--- src/verilog/rsr_pkg.sv ---
package rsr_pkg;

  // ****************************************************************
  // bus geometry
  // ****************************************************************
  localparam int          PADDR_W   = 10;
  localparam int          PDATA_W   = 32;
  localparam int          REG_W     = 8;
  localparam int          IRQ_W     = 3;
  localparam logic [23:0] PAD_ZERO  = 24'h000000;
  localparam logic [1:0]  WORD_LSB  = 2'h0;

  // ****************************************************************
  // register indices; byte address is four times the index
  // ****************************************************************
  localparam logic [7:0] IDX_SIGNAL_LEVEL   = 8'h26;
  localparam logic [7:0] IDX_CLEAR_THRESH   = 8'h27;
  localparam logic [7:0] IDX_ANT_ONE_LEVEL  = 8'h28;
  localparam logic [7:0] IDX_ANT_TWO_LEVEL  = 8'h29;
  localparam logic [7:0] IDX_FREQ_LIMIT     = 8'h2A;
  localparam logic [7:0] IDX_FREQ_CORR_HIGH = 8'h2B;
  localparam logic [7:0] IDX_ONOFF_HIGH     = 8'h2C;
  localparam logic [7:0] IDX_ONOFF_LOW      = 8'h2D;
  localparam logic [7:0] IDX_SLICER_RATES   = 8'h2E;
  localparam logic [7:0] IDX_IRQ_STATUS     = 8'h40;
  localparam logic [7:0] IDX_IRQ_MASK       = 8'h41;

  // ****************************************************************
  // reset values
  // ****************************************************************
  localparam logic [7:0] RST_LEVEL      = 8'h00;
  localparam logic [7:0] RST_THRESH     = 8'h1E;
  localparam logic [7:0] RST_FREQ_LIMIT = 8'h2A;
  localparam logic [9:0] RST_FREQ_CORR  = 10'h000;
  localparam logic [5:0] RST_ONOFF_HIGH = 6'h2C;
  localparam logic [7:0] RST_ONOFF_LOW  = 8'h00;
  localparam logic [7:0] RST_SLICER     = 8'h00;
  localparam logic [2:0] RST_IRQ        = 3'h0;

  // ****************************************************************
  // field positions
  // ****************************************************************
  localparam int BIT_FREEZE   = 5;
  localparam int BIT_PEAK_DET = 4;
  localparam int BIT_MOV_AVG  = 3;
  localparam int EVT_CLEAR    = 0;
  localparam int EVT_FREQ     = 1;
  localparam int EVT_ANT_TWO  = 2;

  // ****************************************************************
  // demodulator carriers
  // ****************************************************************
  typedef struct packed {
    logic [7:0] level;
    logic       level_valid;
    logic [7:0] ant_one_level;
    logic       ant_one_valid;
    logic [7:0] antenna_two_level;
    logic       ant_two_valid;
    logic [9:0] freq_corr;
    logic       sync_found;
  } rsr_meas_t;

  typedef struct packed {
    logic [7:0]  freq_limit;
    logic [10:0] onoff_count;
    logic        agc_freeze;
    logic        peak_det_en;
    logic        mov_avg_en;
    logic [2:0]  attack;
    logic [3:0]  decay;
  } rsr_ctrl_t;

endpackage

--- src/verilog/rsr_capture.sv ---
`timescale 1ns/1ps
module rsr_capture
  import rsr_pkg::*;
(
  input  wire logic              ref_clk,
  input  wire logic              arst_n,
  input  wire rsr_pkg::rsr_meas_t meas,
  output logic [7:0]             level_q,
  output logic [7:0]             ant_one_q,
  output logic [7:0]             ant_two_q,
  output logic [9:0]             freq_corr_q
);

  // ****************************************************************
  // measurement latches
  // ****************************************************************
  always_ff @(posedge ref_clk or negedge arst_n) begin
    if (!arst_n) begin
      level_q     <= RST_LEVEL;
      ant_one_q   <= RST_LEVEL;
      ant_two_q   <= RST_LEVEL;
      freq_corr_q <= RST_FREQ_CORR;
    end else begin
      if (meas.level_valid) level_q <= meas.level;
      if (meas.ant_one_valid) ant_one_q <= meas.ant_one_level;
      if (meas.ant_two_valid) ant_two_q <= meas.antenna_two_level;
      // one snapshot per sync word, held until the next one
      if (meas.sync_found) freq_corr_q <= meas.freq_corr;
    end
  end

endmodule // rsr_capture

--- src/verilog/rsr_irq.sv ---
`timescale 1ns/1ps
module rsr_irq
  import rsr_pkg::*;
(
  input  wire logic             ref_clk,
  input  wire logic             arst_n,
  input  wire logic [IRQ_W-1:0] event_in,
  input  wire logic [IRQ_W-1:0] clear_in,
  input  wire logic [IRQ_W-1:0] mask_in,
  output logic [IRQ_W-1:0]      status_q,
  output logic                  irq
);

  // ****************************************************************
  // sticky bits, set wins over clear
  // ****************************************************************
  for (genvar i = 0; i < IRQ_W; i++) begin : g_bit
    always_ff @(posedge ref_clk or negedge arst_n) begin
      if (!arst_n) begin
        status_q[i] <= RST_IRQ[i];
      end else if (event_in[i]) begin
        status_q[i] <= 1'b1;
      end else if (clear_in[i]) begin
        status_q[i] <= 1'b0;
      end
    end
  end

  assign irq = |(status_q & mask_in);

endmodule // rsr_irq

--- src/verilog/rsr_regs.sv ---
// The APB register port is this design's own decision.
`timescale 1ns/1ps
// Summary of operation
// - signal level is read-only, latest measurement, zero after reset.
// - clear-channel flag sets while level exceeds threshold, reset 1E.
// - antenna one level register is read-only, measured on first antenna.
// - antenna two level register is read-only, zero after reset.
// - correction limit is read/write, resets 2A, drives the correction loop.
// - ten-bit correction split high/low, latched once per sync word.
// - eleven-bit counter: three high bits plus eight low bits.
// - freeze bit 5 holds the gain control at its current setting.
// - bit 4 enables the peak detector.
// - bit 3 enables the moving-average block.
// - slicer register: attack bits 6:4, decay bits 3:0, bit 7 reserved.
module rsr_regs
  import rsr_pkg::*;
(
  input  wire logic               ref_clk,
  input  wire logic               arst_n,
  input  wire logic               psel,
  input  wire logic               penable,
  input  wire logic               pwrite,
  input  wire logic [PADDR_W-1:0] paddr,
  input  wire logic [PDATA_W-1:0] pwdata,
  input  wire logic [3:0]         pstrb,
  output logic                    pready,
  output logic [PDATA_W-1:0]      prdata,
  output logic                    pslverr,
  input  wire rsr_pkg::rsr_meas_t meas,
  output rsr_pkg::rsr_ctrl_t      ctrl,
  output logic                    clear_channel,
  output logic                    irq
);

  // ****************************************************************
  // byte addresses
  // ****************************************************************
  localparam logic [PADDR_W-1:0] A_LEVEL  = {IDX_SIGNAL_LEVEL, WORD_LSB};
  localparam logic [PADDR_W-1:0] A_THRESH = {IDX_CLEAR_THRESH, WORD_LSB};
  localparam logic [PADDR_W-1:0] A_ANT1   = {IDX_ANT_ONE_LEVEL, WORD_LSB};
  localparam logic [PADDR_W-1:0] A_ANT2   = {IDX_ANT_TWO_LEVEL, WORD_LSB};
  localparam logic [PADDR_W-1:0] A_LIMIT  = {IDX_FREQ_LIMIT, WORD_LSB};
  localparam logic [PADDR_W-1:0] A_CORR   = {IDX_FREQ_CORR_HIGH, WORD_LSB};
  localparam logic [PADDR_W-1:0] A_ONHI   = {IDX_ONOFF_HIGH, WORD_LSB};
  localparam logic [PADDR_W-1:0] A_ONLO   = {IDX_ONOFF_LOW, WORD_LSB};
  localparam logic [PADDR_W-1:0] A_SLICER = {IDX_SLICER_RATES, WORD_LSB};
  localparam logic [PADDR_W-1:0] A_STAT   = {IDX_IRQ_STATUS, WORD_LSB};
  localparam logic [PADDR_W-1:0] A_MASK   = {IDX_IRQ_MASK, WORD_LSB};

  // ****************************************************************
  // declarations
  // ****************************************************************
  logic [7:0]       thresh_q;
  logic [7:0]       freq_limit_q;
  logic [5:0]       onoff_high_q;
  logic [7:0]       onoff_low_q;
  logic [7:0]       slicer_q;
  logic [IRQ_W-1:0] mask_q;
  logic [7:0]       level_q;
  logic [7:0]       ant_one_q;
  logic [7:0]       ant_two_q;
  logic [9:0]       freq_corr_q;
  logic [IRQ_W-1:0] status_q;
  logic [IRQ_W-1:0] event_vec;
  logic [IRQ_W-1:0] clear_vec;
  logic [7:0]       rd_byte;
  logic             hit;
  logic [PDATA_W-1:0] prdata_q;
  logic             pslverr_q;

  // ****************************************************************
  // address decode
  // ****************************************************************
  wire setup_ph  = psel & ~penable;
  wire access_ph = psel & penable;
  wire wr_en     = access_ph & pwrite & pstrb[0];
  wire rd_access = access_ph & ~pwrite;
  wire sel_level  = (paddr == A_LEVEL);
  wire sel_thresh = (paddr == A_THRESH);
  wire sel_ant1   = (paddr == A_ANT1);
  wire sel_ant2   = (paddr == A_ANT2);
  wire sel_limit  = (paddr == A_LIMIT);
  wire sel_corr   = (paddr == A_CORR);
  wire sel_onhi   = (paddr == A_ONHI);
  wire sel_onlo   = (paddr == A_ONLO);
  wire sel_slicer = (paddr == A_SLICER);
  wire sel_stat   = (paddr == A_STAT);
  wire sel_mask   = (paddr == A_MASK);
  wire wr_thresh  = wr_en & sel_thresh;
  wire wr_limit   = wr_en & sel_limit;
  wire wr_onhi    = wr_en & sel_onhi;
  wire wr_onlo    = wr_en & sel_onlo;
  wire wr_slicer  = wr_en & sel_slicer;
  wire wr_mask    = wr_en & sel_mask;

  assign hit = sel_level | sel_thresh | sel_ant1 | sel_ant2 | sel_limit |
               sel_corr | sel_onhi | sel_onlo | sel_slicer | sel_stat |
               sel_mask;

  // ****************************************************************
  // writable registers
  // ****************************************************************
  // read-only addresses have no write path at all
  always_ff @(posedge ref_clk or negedge arst_n) begin
    if (!arst_n) begin
      thresh_q     <= RST_THRESH;
      freq_limit_q <= RST_FREQ_LIMIT;
      onoff_high_q <= RST_ONOFF_HIGH;
      onoff_low_q  <= RST_ONOFF_LOW;
      slicer_q     <= RST_SLICER;
      mask_q       <= RST_IRQ;
    end else begin
      if (wr_thresh) thresh_q <= pwdata[7:0];
      if (wr_limit) freq_limit_q <= pwdata[7:0];
      // bits 7:6 there are correction bits, never written
      if (wr_onhi) onoff_high_q <= pwdata[5:0];
      if (wr_onlo) onoff_low_q <= pwdata[7:0];
      // reserved bit 7 is stored but drives nothing
      if (wr_slicer) slicer_q <= pwdata[7:0];
      if (wr_mask) mask_q <= pwdata[IRQ_W-1:0];
    end
  end

  // ****************************************************************
  // measurement capture
  // ****************************************************************
  rsr_capture u_capture (
    .ref_clk     (ref_clk),
    .arst_n      (arst_n),
    .meas        (meas),
    .level_q     (level_q),
    .ant_one_q   (ant_one_q),
    .ant_two_q   (ant_two_q),
    .freq_corr_q (freq_corr_q)
  );

  // ****************************************************************
  // demodulator controls
  // ****************************************************************
  assign ctrl.freq_limit  = freq_limit_q;
  assign ctrl.onoff_count = {onoff_high_q[2:0], onoff_low_q};
  assign ctrl.agc_freeze  = onoff_high_q[BIT_FREEZE];
  assign ctrl.peak_det_en = onoff_high_q[BIT_PEAK_DET];
  assign ctrl.mov_avg_en  = onoff_high_q[BIT_MOV_AVG];
  assign ctrl.attack      = slicer_q[6:4];
  assign ctrl.decay       = slicer_q[3:0];

  // strictly above, equal does not count
  assign clear_channel = (level_q > thresh_q);

  // ****************************************************************
  // interrupt status
  // ****************************************************************
  assign event_vec[EVT_CLEAR]   = clear_channel;
  assign event_vec[EVT_FREQ]    = meas.sync_found;
  assign event_vec[EVT_ANT_TWO] = meas.ant_two_valid;
  // clear only what the read returned, so nothing set since is lost
  assign clear_vec = (rd_access & sel_stat) ? prdata_q[IRQ_W-1:0] :
                     RST_IRQ;

  rsr_irq u_irq (
    .ref_clk  (ref_clk),
    .arst_n   (arst_n),
    .event_in (event_vec),
    .clear_in (clear_vec),
    .mask_in  (mask_q),
    .status_q (status_q),
    .irq      (irq)
  );

  // ****************************************************************
  // read mux
  // ****************************************************************
  always_comb begin
    if (sel_level) begin
      rd_byte = level_q;
    end else if (sel_thresh) begin
      rd_byte = thresh_q;
    end else if (sel_ant1) begin
      rd_byte = ant_one_q;
    end else if (sel_ant2) begin
      rd_byte = ant_two_q;
    end else if (sel_limit) begin
      rd_byte = freq_limit_q;
    end else if (sel_corr) begin
      rd_byte = freq_corr_q[9:2];
    end else if (sel_onhi) begin
      rd_byte = {freq_corr_q[1:0], onoff_high_q};
    end else if (sel_onlo) begin
      rd_byte = onoff_low_q;
    end else if (sel_slicer) begin
      rd_byte = slicer_q;
    end else if (sel_stat) begin
      rd_byte = {5'h00, status_q};
    end else if (sel_mask) begin
      rd_byte = {5'h00, mask_q};
    end else begin
      rd_byte = 8'h00;
    end
  end

  // ****************************************************************
  // apb answer
  // ****************************************************************
  // data sampled in the setup cycle, so prdata is a flop at access
  always_ff @(posedge ref_clk or negedge arst_n) begin
    if (!arst_n) begin
      prdata_q  <= '0;
      pslverr_q <= 1'b0;
    end else if (setup_ph) begin
      prdata_q  <= {PAD_ZERO, rd_byte};
      pslverr_q <= ~hit;
    end
  end

  assign pready  = 1'b1;
  assign prdata  = prdata_q;
  assign pslverr = pslverr_q & access_ph;

  // ****************************************************************
  // checks
  // ****************************************************************
  chk_level_capture: assert property (
    @(posedge ref_clk) disable iff (!arst_n)
    meas.level_valid |=> level_q == $past(meas.level))
    else $error("signal level not captured");

  chk_clear_sets: assert property (
    @(posedge ref_clk) disable iff (!arst_n)
    (level_q > thresh_q) |=> status_q[EVT_CLEAR])
    else $error("clear-channel flag not set");

  chk_ant_one_hold: assert property (
    @(posedge ref_clk) disable iff (!arst_n)
    !meas.ant_one_valid |=> $stable(ant_one_q))
    else $error("antenna one level changed without measurement");

  chk_ant_two_capture: assert property (
    @(posedge ref_clk) disable iff (!arst_n)
    meas.ant_two_valid |=> ant_two_q == $past(meas.antenna_two_level))
    else $error("antenna two level not captured");

  chk_limit_write: assert property (
    @(posedge ref_clk) disable iff (!arst_n)
    wr_limit |=> ctrl.freq_limit == $past(pwdata[7:0]))
    else $error("correction limit not applied");

  chk_corr_latch: assert property (
    @(posedge ref_clk) disable iff (!arst_n)
    meas.sync_found ##1 !meas.sync_found [*2] |->
      freq_corr_q == $past(meas.freq_corr, 2))
    else $error("correction not held since sync word");

  chk_count_low: assert property (
    @(posedge ref_clk) disable iff (!arst_n)
    wr_onlo |=> ctrl.onoff_count[7:0] == $past(pwdata[7:0]))
    else $error("counter low bits wrong");

  chk_count_high: assert property (
    @(posedge ref_clk) disable iff (!arst_n)
    wr_onhi |=> ctrl.onoff_count[10:8] == $past(pwdata[2:0]))
    else $error("counter high bits wrong");

  chk_freeze_bit: assert property (
    @(posedge ref_clk) disable iff (!arst_n)
    wr_onhi |=> ctrl.agc_freeze == $past(pwdata[BIT_FREEZE]))
    else $error("freeze control wrong");

  chk_peak_bit: assert property (
    @(posedge ref_clk) disable iff (!arst_n)
    wr_onhi |=> ctrl.peak_det_en == $past(pwdata[BIT_PEAK_DET]))
    else $error("peak detector enable wrong");

  chk_mavg_bit: assert property (
    @(posedge ref_clk) disable iff (!arst_n)
    wr_onhi |=> ctrl.mov_avg_en == $past(pwdata[BIT_MOV_AVG]))
    else $error("moving-average enable wrong");

  chk_slicer_fields: assert property (
    @(posedge ref_clk) disable iff (!arst_n)
    wr_slicer |=> ctrl.attack == $past(pwdata[6:4]) &&
                  ctrl.decay == $past(pwdata[3:0]))
    else $error("slicer fields wrong");

  chk_ro_ignored: assert property (
    @(posedge ref_clk) disable iff (!arst_n)
    wr_en && sel_corr && !meas.sync_found |=> $stable(freq_corr_q))
    else $error("read-only correction was written");

  chk_level_hold: assert property (
    @(posedge ref_clk) disable iff (!arst_n)
    !meas.level_valid |=> $stable(level_q))
    else $error("signal level changed without measurement");

  chk_thresh_write: assert property (
    @(posedge ref_clk) disable iff (!arst_n)
    wr_thresh |=> thresh_q == $past(pwdata[7:0]))
    else $error("threshold not written");

  chk_status_read: assert property (
    @(posedge ref_clk) disable iff (!arst_n)
    rd_access && sel_stat && prdata_q[EVT_CLEAR] && !clear_channel
      |=> !status_q[EVT_CLEAR])
    else $error("clear-channel flag survived its read");

  chk_ant_two_event: assert property (
    @(posedge ref_clk) disable iff (!arst_n)
    meas.ant_two_valid |=> status_q[EVT_ANT_TWO])
    else $error("antenna two event not flagged");

  chk_sync_event: assert property (
    @(posedge ref_clk) disable iff (!arst_n)
    meas.sync_found |=> status_q[EVT_FREQ])
    else $error("sync word event not flagged");

  chk_corr_high_read: assert property (
    @(posedge ref_clk) disable iff (!arst_n)
    setup_ph && sel_corr |=> prdata_q[7:0] == $past(freq_corr_q[9:2]))
    else $error("correction high bits misread");

  chk_corr_low_read: assert property (
    @(posedge ref_clk) disable iff (!arst_n)
    setup_ph && sel_onhi |=> prdata_q[7:6] == $past(freq_corr_q[1:0]))
    else $error("correction low bits misread");

  chk_count_readback: assert property (
    @(posedge ref_clk) disable iff (!arst_n)
    setup_ph && sel_onhi |=> prdata_q[5:0] == $past(onoff_high_q))
    else $error("counter control bits misread");

  chk_strobe_off: assert property (
    @(posedge ref_clk) disable iff (!arst_n)
    access_ph && pwrite && !pstrb[0] |=> $stable(thresh_q) &&
      $stable(freq_limit_q) && $stable(slicer_q))
    else $error("write without low strobe took effect");

  chk_reserved_kept: assert property (
    @(posedge ref_clk) disable iff (!arst_n)
    wr_slicer |=> slicer_q[7] == $past(pwdata[7]))
    else $error("reserved slicer bit not stored");

  chk_unmapped_err: assert property (
    @(posedge ref_clk) disable iff (!arst_n)
    setup_ph ##1 access_ph |-> pslverr == !hit)
    else $error("error response wrong for address");

endmodule // rsr_regs

--- config.mk ---
export PLATFORM = sky130hd
export DESIGN_NAME = rsr_regs
export DESIGN_NICKNAME = d
export VERILOG_FILES = /design/src/verilog/rsr_pkg.sv /design/src/verilog/rsr_capture.sv /design/src/verilog/rsr_irq.sv /design/src/verilog/rsr_regs.sv
export SDC_FILE = /design/constraint.sdc
export NUM_CORES = 1
export LEC_CHECK = 0
export BUFFER_PORTS_ARGS = -buffer_cell sky130_fd_sc_hd__buf_2
export CELL_PAD_IN_SITES_DETAIL_PLACEMENT = 2
export CELL_PAD_IN_SITES_GLOBAL_PLACEMENT = 2
export CORE_MARGIN = 4
export CORE_UTILIZATION = 31
export DETAILED_ROUTE_END_ITERATION = 10
export PLACE_DENSITY = 0.79
export SKIP_CTS_REPAIR_TIMING = 1
export SLEW_MARGIN = 30
export SYNTH_ARGS = -nofsm -noshare
export SYNTH_HDL_FRONTEND = slang
export SYNTH_SLANG_ARGS = --single-unit
--- constraint.sdc ---
create_clock -name ref_clk -period 1.85 [get_ports ref_clk]
set_clock_uncertainty 0.15 [all_clocks]
set_input_delay 0.185 -clock ref_clk [delete_from_list [all_inputs] [get_ports ref_clk]]
set_output_delay 0.185 -clock ref_clk [all_outputs]
set_load 0.01 [all_outputs]
==> flow_summary_export.csv, run 1 <==
group,metric,value,unit
layout,area_delta_synth_final,40.5,%
place,io_buffers,101,
layout,utilization,45.1,%
drt,ant_nets,0,
floorplanning,start_util,32.1,%
clocking,clock-sinks,87,
synthesis,ys_warn_count,0,
layout,drive_gt1_share,47.1,%
layout,instances_no_fill,814,
layout,finalInstanceArea,6630,sq um
grt,grtUsageTotal,20.7,%
grt,overflow,0,
synthesis,synth_top_area_share,40.8,%
floorplanning,die_h,131,um
drt,num_vias,4267,
drt,drt_pass1_iterations,4,
synthesis,seq_area_frac_synth,46.4,%
timing,finalSetupTns,-0.761,ns
clocking,clkSlewWorstSetupHoldPaths,0.06,ns
synthesis,synthesis.instances,433,
min_path,worst_hold_path_type,"input port to register",
layout,antenna_cells,0,
synthesis,async_flop_share,100,%
synthesis,yosys.area.top_type,"dfrtp_1",
layout,multi_input_area,2360,sq um
place,place.gp.congestion,0.949,
floorplanning,die_area,17300,sq um
clocking,clock_latency,0.36,ns
layout,fin_nets,722,
power_and_ir_drop,ir_worst_vdd,0.501,mV
place,placed_area,5780,sq um
drt,drc_errors,0,
grt,grt_max_degree,43,
worst_setup_path,path_max_fanout,2,
place,hpwl,13.6,mm
timing,final_hold_viol_count,2,
place,dp_slack,-0.386,ns
clocking,cts_buffers,9,
worst_setup_path,cp-start-kind,"register",
clocking,cts_tree,"done",
timing,layout_setup_ws,-0.585,ns
worst_setup_path,end_kind,"output port",
worst_setup_path,crit_chain,"inv_4 -> ha_4 -> nor2b_4 -> o21ai_1 -> a21oi_1 -> nor2_1 -> o21a_1 -> nor2_2 -> buf_2",
drt,routed_via_density,5.24,
synthesis,ys_seq_elements,87,
worst_setup_path,crit_family,"flip-flops",
floorplanning,die_w,131,um
grt,grt_pass1_vias,4766,
drt,wire_per_inst,24.3,um
worst_setup_path,cp_slowest_cell,"dfstp_2",
outcome,outcome,"finished with violations",
timing,period_share,132,%
floorplanning,core_area,14700,sq um
synthesis,synth_edf_count,0,
drt,routed_wl,19.8,mm
synthesis,ys_types,56,
synthesis,postSynthAreaPerCell,10.9,sq um
clocking,htreeDepth,3,
timing,finalSetupViolCount,6,
timing,slew_headroom,54.7,%
power_and_ir_drop,p_per_area,703,nW/um^2
place,place_inst,755,
worst_setup_path,max_stage_delay,0.56,ns
layout,fillers,1512,
worst_setup_path,required,1.51,ns
timing,fmax,411,MHz
timing,tightest_slew,0.678,ns
timing,layout_min_cycle_time,2.44,ns
outcome,violations,"negative hold slack, negative setup slack",
timing,grt_setup_unrepaired,"yes",
timing,drv_slew,0,
synthesis,synth_area,4720,sq um
clocking,cts_root_buf,"clkbuf_16",
floorplanning,ios,154,
job,cap_violations,0,
floorplanning,num_rows,44,
power_and_ir_drop,power_leakage,3.16,nW
drt,drt_iter0_markers,259,
timing,worst_hold_slack,-0.00833,ns
worst_setup_path,critical_path_buf_inv_count,2,
clocking,clock_path_buffers,2,
layout,seqCellArea,2190,sq um
worst_setup_path,critPathKind,"register to output port",
synthesis,synth.area.top_cells,"dfrtp_1 41%, mux2_2 16%, dfstp_2 5.6%",
grt,antenna_found_initial,0,
grt,grt_pass1_wl,27.8,mm
power_and_ir_drop,p_total,4.66,mW
synthesis,synth-main-ff-cell,"dfrtp_1",
worst_setup_path,worst_ep_arrival_time,2.10,ns
[tightest hold or removal path, stage by stage]
cell and delay, ns:
buf_2 0.16, nand2_1 0.08, o21ai_1 0.06
[path summary, 6_finish.rpt]
kind / startpoint / endpoint / slack (ns) / cells past startpoint
worst max register to register: thresh_q[1]$_DFFE_PN1P_ / u_irq.status_q[0]$_DFFE_PN0P_ / -0.09 / 9
max in group asynchronous: arst_n / thresh_q[4]$_DFFE_PN1P_ / 0.65 / 3
worst max-delay path: thresh_q[1]$_DFFE_PN1P_ / clear_channel / -0.59 / 9
worst min-delay path: pwdata[2] / thresh_q[2]$_DFFE_PN1P_ / -0.008 / 3
worst min register to register: prdata[5]$_DFFE_PN0P_ / prdata[5]$_DFFE_PN0P_ / 0.35 / 1
min in group asynchronous: arst_n / onoff_low_q[4]$_DFFE_PN0P_ / 0.23 / 2
[cell families after synthesis]
family	count (synthesis)	synth area share, %
other cells	2	0.159
buf+inv	68	8.32
mux	81	19.5
compound gates	83	11.2
flops	87	46.4
simple gates	104	12.2
fa+ha+maj	8	2.12
[report_power, final]
group	internal (mW)	switching [mW]
Sequential	1.99	0.0680
Combinational	0.334	0.363
Clock	1.09	0.827
Total	3.41	1.26
[placed cells by master, fill, tap and decap left out, drive strengths merged, types with 4 or more instances in the layout]
cell type and count:
a21oi 21, a22oi 5, buf 173, clkbuf 11, conb 25, dfrtp 77, dfstp 10, dlygate4sd3 38
ha 8, inv 16, mux2 68, mux2i 11, nand2 34, nand2b 5, nand3 7, nor2 17
nor2b 7, nor3 9, nor4 5, o21ai 25, o22ai 4, or4 4
[cell usage after synthesis (all sizes together) (3+ instances only)]
cell type,instances
nand3b,3
nand2,34
or3,3
a21oi,21
a31oi,3
nand3,7
and3,3
mux2i,11
a211oi,3
ha,8
nor2b,7
buf,42
mux2,68
o22ai,4
nor2,17
nor3,9
nand4,3
a22oi,5
dfstp,10
o21ai,25
a21o,3
clkbuf,11
or4,4
inv,15
dfrtp,77
nor4,5
nand2b,5
[flip-flops by register name, indices dropped and copies added (netlist names), 6 cells and up]
register and flops:
onoff_high_q 6, u_capture.ant_one_q 8, onoff_low_q 8, u_capture.freq_corr_q 10, freq_limit_q 8, thresh_q 8, u_capture.ant_two_q 8, slicer_q 8
prdata 8, u_capture.level_q 8
[final cells by class]
cell class,instances,area share (%)
multi-input combinational,301,35.6
sequential,87,33.0
inverter,15,0.887
clock inverter,5,0.849
clock buffer,11,3.66
tap,184,3.47
timing repair buffer,211,22.5
[per-layer routing]
metal  wire (um)  global-route usage, %
met3        1320                   6.19
met2       10100                   35.5
met5           0                      0
met4         593                   7.99
met1        7760                   24.6
Note: power is estimated with default switching activity, not from simulation.
==> inputs of run 2 (changes only) <==
--- a/config.mk
+++ b/config.mk
@@ -12,4 +12,5 @@
 export CORE_UTILIZATION = 31
 export DETAILED_ROUTE_END_ITERATION = 10
+export MAX_ROUTING_LAYER = met4
 export PLACE_DENSITY = 0.79
 export SKIP_CTS_REPAIR_TIMING = 1
==> constraint.sdc (replaced) <==
create_clock -name ref_clk -period 1.85 [get_ports ref_clk]
set_clock_uncertainty 0.15 [all_clocks]
set_input_delay 0.555 -clock ref_clk [delete_from_list [all_inputs] [get_ports ref_clk]]
set_output_delay 0.555 -clock ref_clk [all_outputs]
set_load 0.01 [all_outputs]
==> run 2 against run 1 <==
The flow finishes with violations (negative setup slack). Worst setup slack got worse by 0.32 ns. Sequential share of layout area decreased by 1.3 points. Maximum frequency decreased by 12%. Die area unchanged.
==> flow_summary_export.csv, run 2 (same netlist as run 1, synthesis figures left out) <==
group,metric,value,unit
worst_setup_path,end_kind,"output port",
worst_setup_path,r2r_end,"u_irq.status_q[0]$_DFFE_PN0P_",
layout,drive_gt1_share,54.7,%
layout,fillers,1501,
power_and_ir_drop,p_per_area,709,nW/um^2
grt,overflow,0,
layout,utilization,46.9,%
min_path,holdPathEnd,"u_capture.level_q[0]$_DFFE_PN0P_",
worst_setup_path,r2r_cells,9,
timing,fmax,363,MHz
timing,layout_setup_ws,-0.902,ns
outcome,outcome,"finished with violations",
timing,final_hold_viol_count,0,
layout,multi_input_area,2510,sq um
layout,largest_register_ff_count,10,
timing,drv_slew,0,
place,dp_slack,-0.791,ns
layout,mostFrequentLayoutCells,"93 x buf_2, 85 x buf_4, 77 x dfrtp_1, 49 x mux2_2, 30 x nand2_1",
place,hpwl,14.0,mm
floorplanning,start_util,32.1,%
power_and_ir_drop,ir_worst_vdd,0.488,mV
floorplanning,die_area,17300,sq um
clocking,cts_root_buf,"clkbuf_16",
worst_setup_path,critPathKind,"register to output port",
worst_setup_path,critical_path_buf_inv_count,2,
layout,largest_register,"u_capture.freq_corr_q",
place,io_buffers,101,
worst_setup_path,path_max_fanout,2,
power_and_ir_drop,power_leakage,3.35,nW
drt,routed_via_density,5.26,
worst_setup_path,required,1.14,ns
worst_setup_path,max_stage_delay,0.55,ns
power_and_ir_drop,switching_power,1.27,mW
worst_setup_path,cp-start-kind,"register",
power_and_ir_drop,pwr-share-seq,41.8,%
clocking,clock-sinks,87,
floorplanning,ios,154,
layout,area_delta_synth_final,46.2,%
layout,instances_no_fill,815,
layout,seqCellArea,2190,sq um
drt,drt_pass1_iterations,6,
worst_setup_path,cp_slowest_cell,"dfstp_2",
power_and_ir_drop,netSwitchingFraction,25.9,%
drt,drt_iter0_markers,205,
worst_setup_path,crit_family,"flip-flops",
clocking,cts_tree,"done",
timing,period_share,149,%
clocking,clkSlewWorstSetupHoldPaths,0.06,ns
worst_setup_path,crit_chain,"inv_2 -> ha_4 -> nor2b_4 -> o21ai_2 -> a21oi_1 -> nor2_1 -> o21a_1 -> nor2_2 -> buf_2",
place,placed_area,6100,sq um
power_and_ir_drop,internal_power,3.63,mW
layout,fin_nets,723,
floorplanning,core_area,14700,sq um
power_and_ir_drop,combinationalPowerShare,15.0,%
floorplanning,die_w,131,um
grt,grt_max_degree,28,
min_path,hold_path_depth,3,
layout,mostFrequentLayoutCell,"buf_2",
drt,ant_nets,0,
layout,finalInstanceArea,6900,sq um
timing,layout_min_cycle_time,2.75,ns
floorplanning,die_h,131,um
grt,antenna_found_initial,0,
clocking,clock_path_buffers,2,
timing,finalSetupTns,-8.77,ns
outcome,violations,"negative setup slack",
clocking,clock_latency,0.36,ns
floorplanning,num_rows,44,
timing,finalSetupViolCount,50,
job,cap_violations,0,
timing,grt_setup_unrepaired,"yes",
drt,drc_errors,0,
worst_setup_path,reg2reg_slack,-0.09,ns
drt,wire_per_inst,24.6,um
grt,grtUsageTotal,21.9,%
power_and_ir_drop,p_total,4.89,mW
drt,num_vias,4286,
clocking,htreeDepth,3,
clocking,cts_buffers,9,
timing,worst_hold_slack,0.271,ns
place,place.gp.congestion,0.920,
layout,antenna_cells,0,
worst_setup_path,worst_ep_arrival_time,2.05,ns
power_and_ir_drop,clock_power_share,43.2,%
grt,grt_pass1_wl,28.4,mm
drt,routed_wl,20.0,mm
grt,grt_pass1_vias,4834,
place,place_inst,777,
min_path,worst_hold_path_type,"input port to register",
worst_setup_path,r2r_start,"thresh_q[1]$_DFFE_PN1P_",
min_path,hold_path_startpoint,"meas[30]",
## run 2: cell types whose count changed in the layout (fill, tap and decap cells not counted), moves of 4 or more
cell           previous run  this run
buf_12                    4        10
dlygate4sd3_1            38         1
mux2_4                    4        19
mux2_2                   63        49
buf_6                     3        21
o21ai_0                  13         7
buf_2                    99        93
nand2_1                  34        30
buf_4                    67        85
## run 2: layout make-up
cell class / instances / area share [%]
Sequential cell: 87 / 31.7
Inverter: 15 / 0.816
Multi-Input combinational cell: 301 / 36.4
Tap cell: 184 / 3.34
Clock inverter: 3 / 0.943
Timing Repair Buffer: 212 / 22.9
Clock buffer: 13 / 3.92
## run 2: how the worst max path moves through the flow
stage / start / end / slack [ns] / depth (start not counted)
2_1_floorplan: paddr[6] / thresh_q[0]$_DFFE_PN0P_ / -0.56 / 5
3_3_place_gp: paddr[6] / freq_limit_q[4]$_DFFE_PN0P_ / -0.69 / 7
3_5_place_dp: paddr[6] / prdata[1]$_DFFE_PN0P_ / -0.79 / 4
4_1_cts: thresh_q[1]$_DFFE_PN1P_ / clear_channel / -0.97 / 9
5_1_grt: thresh_q[1]$_DFFE_PN1P_ / clear_channel / -0.99 / 9
6_report: thresh_q[1]$_DFFE_PN1P_ / clear_channel / -0.90 / 9
## run 2: metal layers
metal  routed length [um]  vias up  track usage [%]
li1                     -     1891                -
met1                 8230     2221             26.3
met2                10500      140             36.9
met3                  749       34             4.13
met4                  531        0             7.70
met5                    0        -                -
## run 2: power by group through the flow
stage	registers, mW	clock network (mW)	logic, mW
finish	2.05	2.11	0.735
global route	2.06	2.22	0.793
detailed placement	2.08	0	0.659
global placement	2.07	0	0.623
floorplan	2.06	0	0.326
CTS	2.05	2.11	0.667
## run 2: worst register-to-register path, delay by kind of cell (launching register included)
family / cells / cell delay [ns]
compound gates: 4 / 0.51
fa+ha+maj: 1 / 0.26
buf+inv: 2 / 0.20
flops: 1 / 0.55
simple gates: 2 / 0.19
==> inputs of run 3 (changes only) <==
- CORE_UTILIZATION: 31 -> 34
- PLACE_DENSITY: 0.79 -> 0.86
- SLEW_MARGIN: 30 -> 20
- clock period: 1.85 -> 3.3 ns (I/O delays scaled with it)
==> run 3 against run 2 <==
The run now ends clean. Sequential power down 44%. Global-route usage down 0.32 points. Final cell count down 12%. Via count down 9.8%. Critical endpoint unchanged.
==> flow_summary_export.csv, run 3 (same netlist as run 1, synthesis figures left out) <==
group,metric,value,unit
outcome,outcome,"finished, final reports clean",
timing,grt_setup_unrepaired,"no",
timing,drv_slew,0,
timing,finalSetupViolCount,0,
drt,ant_nets,0,
grt,grt_max_degree,45,
worst_setup_path,cp_slowest_cell,"dfstp_2",
timing,finalSetupTns,0,ns
clocking,clock-sinks,87,
clocking,clock_latency,0.34,ns
layout,mostFrequentLayoutCell,"buf_2",
min_path,hold_path_startpoint,"prdata[4]$_DFFE_PN0P_",
grt,grt_pass1_vias,4437,
floorplanning,core_area,13400,sq um
floorplanning,ios,154,
layout,fin_nets,630,
drt,routed_via_density,5.41,
worst_setup_path,r2r_end,"prdata[1]$_DFFE_PN0P_",
drt,wire_per_inst,23.1,um
drt,num_vias,3864,
clocking,cts_root_buf,"clkbuf_16",
drt,drc_errors,0,
worst_setup_path,max_stage_delay,0.51,ns
min_path,worst_hold_path_type,"register to register",
clocking,clkSlewWorstSetupHoldPaths,0.07,ns
place,hpwl,12.3,mm
layout,largest_register,"u_capture.freq_corr_q",
layout,area_delta_synth_final,20.1,%
layout,drive_gt1_share,41.6,%
job,cap_violations,0,
floorplanning,num_rows,42,
clocking,cts_tree,"done",
layout,instances_no_fill,714,
power_and_ir_drop,p_total,2.52,mW
layout,mostFrequentLayoutCells,"100 x buf_2, 77 x dfrtp_1, 67 x mux2_2, 34 x nand2_1, 25 x conb_1",
timing,period_share,97.1,%
worst_setup_path,path_max_fanout,3,
grt,grtUsageTotal,21.6,%
floorplanning,start_util,35.2,%
drt,drt_pass1_iterations,4,
worst_setup_path,worst_ep_arrival_time,2.06,ns
worst_setup_path,critical_path_buf_inv_count,2,
grt,grt_pass1_wl,25.7,mm
timing,final_hold_viol_count,0,
place,place.gp.congestion,0.870,
place,io_buffers,101,
timing,fmax,312,MHz
timing,layout_min_cycle_time,3.20,ns
floorplanning,die_h,126,um
worst_setup_path,r2r_cells,4,
power_and_ir_drop,ir_worst_vdd,0.257,mV
layout,antenna_cells,0,
worst_setup_path,reg2reg_slack,1.41,ns
layout,largest_register_ff_count,10,
worst_setup_path,crit_chain,"inv_1 -> ha_1 -> o21ai_0 -> a21oi_1 -> nor2_1 -> o21a_1 -> nor2_1 -> buf_2",
grt,overflow,0,
worst_setup_path,cp-start-kind,"register",
drt,routed_wl,16.5,mm
clocking,cts_buffers,9,
floorplanning,die_area,15800,sq um
power_and_ir_drop,p_per_area,444,nW/um^2
timing,worst_hold_slack,0.335,ns
min_path,holdPathEnd,"prdata[4]$_DFFE_PN0P_",
worst_setup_path,critPathKind,"register to output port",
timing,slew_headroom,55.7,%
worst_setup_path,crit_family,"flip-flops",
clocking,clock_path_buffers,2,
min_path,hold_path_depth,2,
worst_setup_path,r2r_start,"u_capture.freq_corr_q[3]$_DFFE_PN0P_",
place,placed_area,5350,sq um
worst_setup_path,end_kind,"output port",
power_and_ir_drop,power_leakage,2.71,nW
place,place_inst,698,
worst_setup_path,worst_path_most_repeated_cell,"nor2_1",
worst_setup_path,crit_start,"thresh_q[4]$_DFFE_PN1P_",
floorplanning,die_w,126,um
grt,antenna_found_initial,0,
layout,finalInstanceArea,5670,sq um
drt,drt_iter0_markers,181,
timing,tightest_slew,0.663,ns
clocking,htreeDepth,3,
worst_setup_path,required,2.16,ns
-- run 3: worst register-to-register path: cells and delay by family, from the launching register on --
family,cells,cell delay [ns]
compound gates,2,0.28
flops,1,0.39
mux,1,0.49
simple gates,1,0.43
-- run 3: stage by stage --
stage / setup WS [ns] / util [%]
final: 0.0951 / 42.3
after global routing: 0.0435 / 42.3
after CTS: 0.0554 / 42.2
after detailed placement: 0.0988 / 39.9
after global placement: 0.248 / 39.9
after floorplan: 0.455 / -
-- run 3: area by class of cell --
class | count | area (sq um)
fill | 1444 | 7730
timing repair buffer | 119 | 656
clock inverter | 3 | 40.0
sequential | 87 | 2190
tap | 176 | 220
inverter | 15 | 56.3
multi-input combinational | 301 | 2240
clock buffer | 13 | 270
-- run 3: how the worst max path moves through the flow --
stage	end	slack, ns	cells past startpoint
2_1_floorplan	thresh_q[0]$_DFFE_PN0P_	0.45	5
5_1_grt	clear_channel	0.04	8
4_1_cts	clear_channel	0.06	9
3_3_place_gp	onoff_high_q[4]$_DFFE_PN0P_	0.25	5
6_report	clear_channel	0.1	8
3_5_place_dp	onoff_high_q[1]$_DFFE_PN0P_	0.1	5
-- run 3: routing by layer --
metal / part of all wire (%) / GRT usage [%]
met5: 0 / -
met4: 1.8 / 5.93
met3: 6.1 / 4.36
met2: 51 / 36.5
met1: 41 / 26.4
-- run 3: report_power, final --
part	internal, mW	total, mW	switching, mW	leakage, nW
clock network	0.647	1.08	0.428	0.156
logic	0.118	0.294	0.176	1.51
registers	1.11	1.15	0.0331	1.04
total	1.88	2.52	0.637	2.71
